### config.mk
export PLATFORM = sky130hd
export DESIGN_NAME = rafcfg_regs
export DESIGN_NICKNAME = d
export VERILOG_FILES = /design/src/rtl/rafcfg_pkg.sv /design/src/rtl/rafcfg_sync.sv /design/src/rtl/rafcfg_regs.sv
export SDC_FILE = /design/constraint.sdc
export NUM_CORES = 1
export LEC_CHECK = 0
export ABC_AREA = 0
export ABC_CLOCK_PERIOD_IN_PS = 1100
export BUFFER_PORTS_ARGS = -buffer_cell sky130_fd_sc_hd__buf_2
export CORE_UTILIZATION = 43
export DETAILED_ROUTE_END_ITERATION = 10
export GPL_TIMING_DRIVEN = 0
export PLACE_DENSITY = 0.86
export SLEW_MARGIN = 5
export SYNTH_ARGS = -nofsm -noshare
export SYNTH_HDL_FRONTEND = slang
export SYNTH_SLANG_ARGS = --single-unit
### constraint.sdc
create_clock -name clk -period 1.1 [get_ports clk]
set_input_delay 0.22 -clock clk [delete_from_list [all_inputs] [get_ports clk]]
set_output_delay 0.22 -clock clk [all_outputs]
set_load 0.01 [all_outputs]
### src/rtl/rafcfg_pkg.sv
// Package with register map, field positions and carrier types for the aux config and fault flags
package rafcfg_pkg;

  localparam logic [7:0] RAFCFG_AUX_CONFIG_ADDR  = 8'h03;
  localparam logic [7:0] RAFCFG_FAULT_FLAGS_ADDR = 8'h04;

  localparam logic [7:0] RAFCFG_AUX_CONFIG_RST   = 8'h00;
  localparam logic [7:0] RAFCFG_FAULT_FLAGS_RST  = 8'h02;
  localparam logic [7:0] RAFCFG_AUX_CONFIG_WMASK = 8'h03;

  localparam int RAFCFG_STANDALONE_BIT  = 1;
  localparam int RAFCFG_BLANK_BIT       = 0;
  localparam int RAFCFG_N_FLAGS         = 6;

  localparam logic [1:0] RAFCFG_RDATA_LAT = 2'h1;

  // Register access from the serial slave, same clock domain
  typedef struct packed {
    logic       wr_en;
    logic       rd_en;
    logic [7:0] addr;
    logic [7:0] wdata;
  } rafcfg_req_t;

  // Fault event pulses, one per status bit 5..0
  typedef struct packed {
    logic hiccup;
    logic overcurrent;
    logic overtemp_warning;
    logic overtemp_shutdown;
    logic undervoltage;
    logic overvoltage;
  } rafcfg_evt_t;

endpackage : rafcfg_pkg

### src/rtl/rafcfg_sync.sv
// Two-flop synchroniser bank for asynchronous level inputs
`timescale 1ns/1ps
module rafcfg_sync #(
  parameter int WIDTH = 1
) (
  input  wire logic             clk,
  input  wire logic             nrst,
  input  wire logic [WIDTH-1:0] async_in,
  output logic      [WIDTH-1:0] sync_out
);

  logic [WIDTH-1:0] meta_reg;
  logic [WIDTH-1:0] sync_reg;

  always_ff @(posedge clk or negedge nrst) begin
    if (!nrst) begin
      meta_reg <= '0;
      sync_reg <= '0;
    end else begin
      meta_reg <= async_in;
      sync_reg <= meta_reg;
    end
  end

  assign sync_out = sync_reg;

endmodule : rafcfg_sync

### src/rtl/rafcfg_regs.sv
// Aux config register and read-clear fault flags register with their pin effects
`timescale 1ns/1ps

// How it works
// - aux_config bit 1 set disables enable-pin pulldown and sync clock output, clear enables both.
// - aux_config bit 0 set floats output_ok_pin during voltage ramps, clear follows the comparator.
// - Hiccup flag bit 5 latches the event until the next status read, reset zero.
// - Overcurrent flag bit 4 latches the event until the next status read, reset zero.
// - Overtemp warning flag bit 3 latches the event until the next status read, reset zero.
// - Overtemp shutdown flag bit 2 latches the event until the next status read, reset zero.
// - Undervoltage flag bit 1 latches until read and resets to one, so status reads 02h.
// - Overvoltage flag bit 0 latches the event until the next status read, reset zero.
module rafcfg_regs import rafcfg_pkg::*; (
  input  wire logic        clk,
  input  wire logic        nrst,
  input  wire rafcfg_req_t req,
  input  wire rafcfg_evt_t evt,
  input  wire logic        window_ok_async,
  input  wire logic        voltage_ramp_transition_async,
  output logic [7:0]       rdata,
  output logic             rvalid,
  output logic             en_pulldown_on,
  output logic             sync_out_on,
  output logic             output_ok_pin_o,
  output logic             output_ok_pin_oe
);

  logic [1:0] pin_sync;
  logic       window_ok;
  logic       voltage_ramp_transition;

  rafcfg_sync #(.WIDTH(2)) u_sync (
    .clk      (clk),
    .nrst     (nrst),
    .async_in ({window_ok_async, voltage_ramp_transition_async}),
    .sync_out (pin_sync)
  );

  assign window_ok               = pin_sync[1];
  assign voltage_ramp_transition = pin_sync[0];

  function automatic logic addr_hit(input logic [7:0] a, input logic [7:0] ref_addr);
    addr_hit = (a == ref_addr);
  endfunction : addr_hit

  // Config register state
  logic [7:0]                aux_config_reg;
  logic [7:0]                aux_config_next;
  logic                      aux_wr_hit;
  logic                      aux_rd_hit;

  // Fault flag state, one flop per flag
  logic [7:0]                fault_flags_word;
  logic [RAFCFG_N_FLAGS-1:0] evt_vec;
  logic [RAFCFG_N_FLAGS-1:0] flag_q;
  logic                      flags_read;

  // Read port state
  logic [7:0]                rdata_reg;
  logic [7:0]                rdata_next;
  logic                      rvalid_reg;
  logic                      rvalid_next;

  // Enable-pin pulldown and sync output state
  logic                      standalone;
  logic                      en_pulldown_reg;
  logic                      en_pulldown_next;
  logic                      sync_out_reg;
  logic                      sync_out_next;

  // Output ok pin state
  logic                      blank_now;
  logic                      ok_o_reg;
  logic                      ok_o_next;
  logic                      ok_oe_reg;
  logic                      ok_oe_next;

  // Strobe decode shared by the groups
  assign evt_vec    = evt;
  assign aux_wr_hit = req.wr_en && addr_hit(req.addr, RAFCFG_AUX_CONFIG_ADDR);
  assign aux_rd_hit = req.rd_en && addr_hit(req.addr, RAFCFG_AUX_CONFIG_ADDR);
  assign flags_read = req.rd_en && addr_hit(req.addr, RAFCFG_FAULT_FLAGS_ADDR);

  // Config register, reserved bits never stored
  always_comb begin
    aux_config_next = aux_config_reg;
    if (aux_wr_hit) begin
      aux_config_next = req.wdata & RAFCFG_AUX_CONFIG_WMASK;
    end
  end

  always_ff @(posedge clk or negedge nrst) begin
    if (!nrst) begin
      aux_config_reg <= RAFCFG_AUX_CONFIG_RST;
    end else begin
      aux_config_reg <= aux_config_next;
    end
  end

  // Sticky flags: a read drops a flag, an event in the same cycle wins
  for (genvar gi = 0; gi < RAFCFG_N_FLAGS; gi++) begin : g_flag
    logic flag_reg;
    logic flag_next;

    // Clear on read first, then let an event set it
    always_comb begin
      flag_next = flag_reg;
      if (flags_read) begin
        flag_next = 1'b0;
      end
      if (evt_vec[gi]) begin
        flag_next = 1'b1;
      end
    end

    always_ff @(posedge clk or negedge nrst) begin
      if (!nrst) begin
        flag_reg <= RAFCFG_FAULT_FLAGS_RST[gi];
      end else begin
        flag_reg <= flag_next;
      end
    end

    assign flag_q[gi] = flag_reg;
  end

  // Reserved upper bits read zero
  assign fault_flags_word = {{(8 - RAFCFG_N_FLAGS){1'b0}}, flag_q};

  // Read strobe answered one cycle later
  always_comb begin
    rvalid_next = req.rd_en;
  end

  always_ff @(posedge clk or negedge nrst) begin
    if (!nrst) begin
      rvalid_reg <= 1'b0;
    end else begin
      rvalid_reg <= rvalid_next;
    end
  end

  // Read data stands for the one cycle after the strobe
  always_comb begin
    // Unmapped reads return zero
    rdata_next = 8'h00;
    if (aux_rd_hit) begin
      rdata_next = aux_config_reg;
    end else if (flags_read) begin
      rdata_next = fault_flags_word;
    end
  end

  always_ff @(posedge clk or negedge nrst) begin
    if (!nrst) begin
      rdata_reg <= 8'h00;
    end else begin
      rdata_reg <= rdata_next;
    end
  end

  // Standalone operation turns both functions off together
  assign standalone = aux_config_reg[RAFCFG_STANDALONE_BIT];

  always_comb begin
    en_pulldown_next = !standalone;
  end

  always_ff @(posedge clk or negedge nrst) begin
    if (!nrst) begin
      en_pulldown_reg <= !RAFCFG_AUX_CONFIG_RST[RAFCFG_STANDALONE_BIT];
    end else begin
      en_pulldown_reg <= en_pulldown_next;
    end
  end

  always_comb begin
    sync_out_next = !standalone;
  end

  always_ff @(posedge clk or negedge nrst) begin
    if (!nrst) begin
      sync_out_reg <= !RAFCFG_AUX_CONFIG_RST[RAFCFG_STANDALONE_BIT];
    end else begin
      sync_out_reg <= sync_out_next;
    end
  end

  // Blanking only while a ramp is in progress
  assign blank_now = aux_config_reg[RAFCFG_BLANK_BIT] && voltage_ramp_transition;

  // Open drain: pulled low while the window reports not ok and blank_now is clear
  always_comb begin
    ok_o_next  = 1'b0;
    ok_oe_next = !window_ok && !blank_now;
  end

  always_ff @(posedge clk or negedge nrst) begin
    if (!nrst) begin
      ok_o_reg  <= 1'b0;
      ok_oe_reg <= 1'b1;
    end else begin
      ok_o_reg  <= ok_o_next;
      ok_oe_reg <= ok_oe_next;
    end
  end

  // Every output straight from a flop
  assign rdata            = rdata_reg;
  assign rvalid           = rvalid_reg;
  assign en_pulldown_on   = en_pulldown_reg;
  assign sync_out_on      = sync_out_reg;
  assign output_ok_pin_o  = ok_o_reg;
  assign output_ok_pin_oe = ok_oe_reg;

endmodule : rafcfg_regs

==> results.yml, run 1 <==
floorplanning:
  dieArea_mm2: 0.002017
  rows: 15
  die_w_um: 44.92
  dieHeight_um: 44.92
  initial_core_util_pct: 45.87
  io_pins: 41
  core-area_mm2: 0.001727
route:
  post-route-drc-count: 0
  finalWirelength_um: 1195
  drtIter0Drc: 2
  via_per_inst: 4.437
  drt_pass1_iterations: 4
  ant_nets: 0
  vias: 528
  routedWlPerCell_um: 10.04
timing:
  setup_viol: 3
  timing.final.max_slew_violations: 0
  fin_ws_ns: -0.1263
  hold_viol: 0
  fin_worst_skew_ns: 0.001798
  fin_crit_ns: 1.226
  post-route-period-util_pct: 111.5
  rsz0062_at_grt: "true"
  fmax_ghz: 0.8155
synth:
  synth_common_cells: "dfrtp_1 (18), nor2_1 (7), a21o_1 (6)"
  synth_top_area_share_pct: 56.87
  synth.distinct_cells: 17
  yosysMostFrequentCell: "dfrtp_1"
  synthCells: 56
  muxShareOfSynthArea_pct: 3.791
  synthAdderAreaFrac_pct: 0
  ys.flop_type: "dfrtp_1"
  synth_area_leaders: "dfrtp_1 (57%), dfstp_2 (10%), a21o_1 (5.7%)"
  syn_area_um2: 792.0
  synth_area_per_cell_um2: 14.14
  synth_compound_area_share_pct: 8.215
  synth-seq-cells: 21
  ys_seq_area_share_pct: 66.82
  synth-edff-count: 0
  synthSimpleGateAreaFrac_pct: 14.53
  synth-async-reset-ratio_pct: 100.0
  synth_warnings: 0
  synth_top_family_by_area: "simple AND/OR/NAND/NOR gates"
  synth-xor-area-share_pct: 0
  yosysTopAreaCell: "dfrtp_1"
global_route:
  gr-total-overflow: 0
  antenna_found_initial: 0
  grt_max_degree: 22
  track_usage_pct: 13.52
  grt_pass1_wl_um: 1869
  grt_pass1_vias: 452
clocking:
  path_clk_slew_ns: 0.11
  clock_path_buffers: 2
  clockRootBuffer: "clkbuf_4"
  numCtsBuffers: 3
  cts_tree: "done"
  cts-htree-levels: 1
  clkLatencyLatePin_ns: 0.29
  cts_sinks: 21
cells_and_area:
  n_antenna_cell: 0
  syn_to_final_growth_pct: 31.44
  drive_above_1_share_pct: 51.06
  fin_area_mm2: 0.001041
  nFillCells: 147
  fin_cells: 119
  final_nets: 123
placed_design:
  place.gp.congestion: 0.7534
  place_hpwl_um: 956.4
  place_area_um2: 988.4
  dp_cells: 114
  dp_slack_ns: -0.1566
  portBuffers: 31
setup_path:
  required_ns: 0.88
  path_class: "flop to output port"
  arrival_ns: 1.01
  crit_path_frequent_cell: "buf_6"
  end_kind: "output port"
  cp-start-kind: "flop"
  cpPeakStageDelay_ns: 0.55
  cp_cell_sequence: "buf_6 > buf_6"
  worstPathMaxFanout: 2
  cp_slowest_cell: "dfstp_2"
power_and_ir_drop:
  power_density_mw_per_mm2: 1219
  peakVddDrop_uv: 625.9
  p_leak_nw: 0.5470
min_path:
  hold_class: "primary input to flop"
status:
  violations: "negative setup slack"
  status: "complete, but fails checks"
run:
  maxCapViolCount: 0
==> kinds of logic after synthesis <==
family | count (synthesis)
flip-flops | 21
multiplexers | 2
buffers and inverters | 9
AO/OA/AOI/OAI | 9
AND/OR/NAND/NOR | 14
other | 1
==> critical path: cells and delay by family, from the launching register on <==
family / cells / cell delay (ns)
buffers and inverters: 2 / 0.17
DFF: 1 / 0.55
==> final cells by class <==
cell class / count / area, um2 / area share, %
plain buffers: 4 / 33.78 / 3.245
clock buffers: 4 / 26.28 / 2.524
inverters: 5 / 18.77 / 1.803
multi-input cells: 28 / 224.0 / 21.51
flip-flops and latches: 21 / 529.3 / 50.84
well taps: 25 / 31.28 / 3.005
repair buffers: 32 / 177.7 / 17.07
==> path summary, 6_finish.rpt <==
path                                          startpoint                       endpoint  slack [ns]  depth (start not counted)
min in group asynchronous                           nrst  aux_config_reg[1]$_DFFE_PN0P_        0.38                          2
hold / removal                           window_ok_async   u_sync.meta_reg[1]$_DFF_PN0_        0.03                          1
max in group asynchronous                           nrst     output_ok_pin_oe$_DFF_PN1_        0.39                          2
setup reg to reg           aux_config_reg[0]$_DFFE_PN0P_  aux_config_reg[0]$_DFFE_PN0P_        0.29                          1
hold reg to reg             u_sync.meta_reg[0]$_DFF_PN0_   u_sync.sync_out[0]$_DFF_PN0_        0.36                          0
setup / recovery                en_pulldown_on$_DFF_PN1_                    sync_out_on       -0.13                          2
==> layout by cell type (no fill, tap or decap) <==
| cell type | count |
|---|---|
| a22oi_1 | 2 |
| dlygate4sd3_1 | 1 |
| dfstp_2 | 3 |
| nor2_1 | 6 |
| dfrtp_1 | 18 |
| a21oi_1 | 1 |
| and3b_1 | 1 |
| inv_1 | 5 |
| buf_6 | 3 |
| nor2_2 | 1 |
| conb_1 | 3 |
| clkbuf_1 | 1 |
| mux2_4 | 2 |
| buf_2 | 29 |
| nor3_1 | 1 |
| nor4b_4 | 1 |
| nand2_1 | 1 |
| buf_4 | 3 |
| and4_4 | 1 |
| clkbuf_4 | 3 |
| nor3b_4 | 1 |
| nand3_4 | 1 |
| a21o_1 | 6 |
==> metrics by stage <==
step | util (%) | hold slack (ns) | setup TNS, ns | power (mW)
after floorplan | - | -0.07559 | 0 | 0.8567
after global placement | 57.25 | 0.1762 | -0.6882 | 0.9222
after detailed placement | 57.25 | 0.1806 | -0.9441 | 0.9275
after CTS | 60.29 | 0.01754 | -0.2776 | 1.280
after global routing | 60.29 | 0.01542 | -0.3536 | 1.316
final | 60.29 | 0.02517 | -0.2421 | 1.269
==> repair_timing <==
action                                 4_1_cts  5_1_grt
resized for setup                            3        0
endpoints found under the hold margin       18        0
setup endpoints to repair                    3        3
hold buffers                                 1        0
buffers inserted                             0        0
==> layer usage <==
layer | GRT usage (%) | vias to the layer above | wire, um
li1 | - | 253 | -
met1 | 15.09 | 254 | 486
met2 | 22.65 | 19 | 638
met3 | 4.000 | 2 | 63
met4 | 8.485 | 0 | 7
met5 | 0 | - | 0
==> where the power goes <==
part           switching, mW  internal, mW  total, mW
clock                  0.208         0.141      0.349
sequential           0.00747         0.792      0.799
combinational         0.0558        0.0645      0.120
(Power assumes the default switching activity.)
==> inputs of run 2 (changes only) <==
- ABC_CLOCK_PERIOD_IN_PS: 1100 -> 990
- CORE_UTILIZATION: 43 -> 38
- CTS_CLUSTER_SIZE: unset -> 24
- PLACE_DENSITY: 0.86 -> 0.81
- clock period: 1.1 -> 0.99 ns (I/O delays scaled with it)
==> results.yml, run 2 (synthesis gave the netlist of run 1 again) <==
status:
  status: "complete, but fails checks"
  violations: "negative setup slack"
route:
  via_per_inst: 4.398
  routedWlPerCell_um: 11.29
  post-route-drc-count: 0
  drtIter0Drc: 10
  ant_nets: 0
  finalWirelength_um: 1389
  drt_pass1_iterations: 4
  vias: 541
clocking:
  cts_sinks: 21
  path_clk_slew_ns: 0.11
  cts_tree: "done"
  clockRootBuffer: "clkbuf_4"
  cts-htree-levels: 1
  clock_path_buffers: 2
  post_cts_buffers: 0
  clkLatencyLatePin_ns: 0.30
  numCtsBuffers: 3
global_route:
  met3_usage_pct: 6.792
  top_usage_layer: "met2"
  gr-total-overflow: 0
  track_usage_pct: 12.59
  grt_pass1_wl_um: 1842
  antenna_found_initial: 0
  use_met1_pct: 12.83
  grt_pass1_vias: 452
  grt_max_degree: 22
  use_met2_pct: 22.47
placed_design:
  dp_cells: 116
  portBuffers: 31
  place.gp.congestion: 0.7156
  place_hpwl_um: 1048
  place_area_um2: 991.0
power_and_ir_drop:
  power_density_mw_per_mm2: 1347
  p_leak_nw: 0.5543
  peakVddDrop_uv: 1001
min_path:
  hold_depth: 1
  hold_end: "rvalid$_DFF_PN0_"
  hold_class: "primary input to flop"
  min_from: "req[16]"
timing:
  post-route-period-util_pct: 123.6
  fmax_ghz: 0.8172
  setup_viol: 10
  hold_viol: 0
  fin_ws_ns: -0.2337
  setup_tns_ns: -0.6159
  holdWs_ns: 0.02171
  rsz0062_at_grt: "true"
  timing.final.max_slew_violations: 0
  fin_crit_ns: 1.224
  fin_worst_skew_ns: 0.004911
floorplanning:
  rows: 16
  core-area_mm2: 0.001962
  dieHeight_um: 47.66
  initial_core_util_pct: 40.37
  io_pins: 41
  die_w_um: 47.66
  dieArea_mm2: 0.002271
setup_path:
  path_class: "flop to output port"
  arrival_ns: 1.03
  worstPathMaxFanout: 2
  reg2regPathDepth: 1
  r2r-start: "aux_config_reg[1]$_DFFE_PN0P_"
  r2r_slack_ns: 0.19
  required_ns: 0.79
  r2r-end: "aux_config_reg[1]$_DFFE_PN0P_"
  cp-start-kind: "flop"
  end_kind: "output port"
cells_and_area:
  fin_area_mm2: 0.001067
  final_nets: 125
  drive_above_1_share_pct: 51.04
  n_antenna_cell: 0
  final_cell_mix: "buf_2 (29), dfrtp_1 (18), nor2_1 (6), a21o_1 (6), inv_1 (5)"
  fin_cells: 123
  final_common_cell: "buf_2"
  syn_to_final_growth_pct: 34.75
run:
  maxCapViolCount: 0
run 2: cell count changes in the layout (fill, tap and decap cells not counted), sizes merged:
| cell | delta |
|---|---|
| clkbuf | -1 |
| dlygate4sd3 | +2 |
| clkinvlp | +1 |
run 2: final cells by class:
type	instances	area [um2]
Tap cell	27	33.78
Fill cell	182	894.6
Timing Repair Buffer	34	197.7
Clock buffer	3	22.52
Inverter	5	18.77
Clock inverter	1	7.507
Buffer	4	33.78
Sequential cell	21	529.3
Multi-Input combinational cell	28	224.0
run 2: worst max path at each step:
stage                             start                             to  slack (ns)  cells after the start
2_1_floorplan                   req[10]  aux_config_reg[0]$_DFFE_PN0P_       -0.06                      3
3_3_place_gp                    req[10]  aux_config_reg[0]$_DFFE_PN0P_       -0.22                      4
3_5_place_dp                    req[10]  aux_config_reg[0]$_DFFE_PN0P_       -0.23                      4
4_1_cts        en_pulldown_on$_DFF_PN1_                    sync_out_on       -0.23                      2
5_1_grt        en_pulldown_on$_DFF_PN1_                    sync_out_on       -0.27                      2
6_report       en_pulldown_on$_DFF_PN1_                    sync_out_on       -0.23                      2
run 2: report_power, final:
part           switching (mW)  total [mW]  internal [mW]  leakage, nW
logic                  0.0653       0.142         0.0769        0.295
clock network           0.253       0.406          0.154       0.0139
registers             0.00891       0.889          0.880        0.245
run 2: worst max-delay path: stages (launching register included):
cell	delay (ns)
dfstp_2	0.56
buf_6	0.09
buf_6	0.08
run 2: timing repair:
action	4_1_cts	5_1_grt
cloned	0	0
hold endpoints to repair	20	0
setup endpoints to repair	10	10
hold buffers	3	0
resized for setup	3	0
run 2: through the flow:
stage | power (mW) | util [%] | setup WS (ns)
after floorplan | 0.9519 | - | -0.06474
after global placement | 1.027 | 50.51 | -0.2152
after detailed placement | 1.031 | 50.51 | -0.2347
after CTS | 1.455 | 54.40 | -0.2344
after global routing | 1.512 | 54.40 | -0.2747
final | 1.437 | 54.40 | -0.2337
run 2: routing by layer:
layer  share of wire, %  vias up
li1                   -      259
met1                 38      253
met2                 54       29
met3                8.4        0
met4                  0        0
met5                  0        -
==> inputs of run 3 (changes only) <==
- ABC_CLOCK_PERIOD_IN_PS: 990 -> 1500
- CORE_UTILIZATION: 38 -> 45
- PLACE_DENSITY: 0.81 -> 0.89
- clock period: 0.99 -> 1.5 ns (I/O delays scaled with it)
==> results.yml, run 3 (synthesis gave the netlist of run 1 again) <==
placed_design:
  place.gp.congestion: 0.7028
  portBuffers: 31
  dp_slack_ns: 0.1122
  place_area_um2: 974.7
  place_hpwl_um: 1041
setup_path:
  end_kind: "output port"
  worstPathMaxFanout: 2
  r2r-start: "aux_config_reg[1]$_DFFE_PN0P_"
  required_ns: 1.20
  startpoint: "en_pulldown_on$_DFF_PN1_"
  reg2regPathDepth: 1
  arrival_ns: 1.04
  r2r_slack_ns: 0.71
  path_class: "flop to output port"
  r2r-end: "aux_config_reg[1]$_DFFE_PN0P_"
  cp-start-kind: "flop"
route:
  finalWirelength_um: 1263
  ant_nets: 0
  maxUsedRoutingLayer: "met4"
  drtIter0Drc: 13
  drt_pass1_iterations: 6
  post-route-drc-count: 0
  routedLengthMet1_um: 454
  via_per_inst: 4.764
  vias: 524
  wl_met3_um: 79
  met2_length_um: 694
  routedWlPerCell_um: 11.48
floorplanning:
  dieArea_mm2: 0.001932
  dieHeight_um: 43.95
  die_w_um: 43.95
  core-area_mm2: 0.001577
  initial_core_util_pct: 50.24
  io_pins: 41
  rows: 14
global_route:
  grt_pass1_vias: 533
  grt_max_degree: 22
  antenna_found_initial: 0
  grt_pass1_wl_um: 2221
  gr-total-overflow: 0
  track_usage_pct: 15.85
timing:
  setup_viol: 0
  rsz0062_at_grt: "false"
  fin_crit_ns: 1.340
  fmax_ghz: 0.7465
  fin_worst_skew_ns: 0.001582
  setup_tns_ns: 0
  timing.final.max_slew_violations: 0
  post-route-period-util_pct: 89.31
  holdWs_ns: 0.1044
  hold_viol: 0
  fin_ws_ns: 0.1603
cells_and_area:
  fin_area_mm2: 0.001012
  syn_to_final_growth_pct: 27.80
  final_nets: 123
  n_antenna_cell: 0
  final_cell_mix: "buf_2 (31), dfrtp_1 (18), nor2_1 (7)"
  final_common_cell: "buf_2"
  drive_above_1_share_pct: 51.06
clocking:
  clkLatencyLatePin_ns: 0.29
  clockRootBuffer: "clkbuf_4"
  cts_tree: "done"
  cts_sinks: 21
  clock_path_buffers: 2
  path_clk_slew_ns: 0.11
  cts_resized: 0
  cts_hold_buf: 1
  post_cts_buffers: 0
  cts-htree-levels: 1
  numCtsBuffers: 3
power_and_ir_drop:
  p_leak_nw: 0.5423
  power_density_mw_per_mm2: 912.1
  peakVddDrop_uv: 577.0
min_path:
  hold_end: "u_sync.meta_reg[1]$_DFF_PN0_"
  hold_class: "primary input to flop"
  min_from: "window_ok_async"
  hold_depth: 1
run:
  maxCapViolCount: 0
status:
  status: "finished, final reports clean"
## run 3: cell types whose count changed in the layout (fill, tap and decap cells not counted), sizes merged
| cell | before | now |
|---|---|---|
| dlygate4sd3 | 3 | 1 |
| clkinv | 0 | 1 |
| clkinvlp | 1 | 0 |
## run 3: worst max path at each step
stage | to | slack (ns) | cells past startpoint
3_3_place_gp | aux_config_reg[0]$_DFFE_PN0P_ | 0.15 | 4
5_1_grt | sync_out_on | 0.11 | 2
4_1_cts | sync_out_on | 0.15 | 2
2_1_floorplan | aux_config_reg[0]$_DFFE_PN0P_ | 0.29 | 3
3_5_place_dp | aux_config_reg[0]$_DFFE_PN0P_ | 0.11 | 4
6_report | sync_out_on | 0.16 | 2
## run 3: cell type report
type / count / area, um2
Multi-Input combinational cell: 28 / 221.5
Fill cell: 119 / 564.3
Timing Repair Buffer: 32 / 165.2
Clock buffer: 3 / 22.52
Inverter: 5 / 18.77
Tap cell: 16 / 20.02
Buffer: 4 / 30.03
Sequential cell: 21 / 529.3
Clock inverter: 1 / 5.005
## run 3: through the flow
step	total power, mW	utilization, %	instances
finish	0.9232	64.21	110
global placement	0.6757	61.83	105
floorplan	0.6280	-	58
CTS	0.9307	64.21	110
detailed placement	0.6789	61.83	105
global route	0.9620	64.21	110
## run 3: critical path, cell delays in order (launching register included)
cell	delay, ns
dfstp_2	0.54
buf_4	0.09
buf_2	0.11
## run 3: power breakdown
group / switching, mW / total [mW] / internal, mW
clock: 0.155 / 0.254 / 0.0991
combinational: 0.0406 / 0.0838 / 0.0432
sequential: 0.00467 / 0.585 / 0.581
total: 0.200 / 0.923 / 0.723
## run 3: per-layer routing
layer	GRT usage (%)	vias to the layer above
li1	-	253
met1	17.45	241
met2	29.25	26
met3	4.583	4
met4	4.848	0
met5	0	-
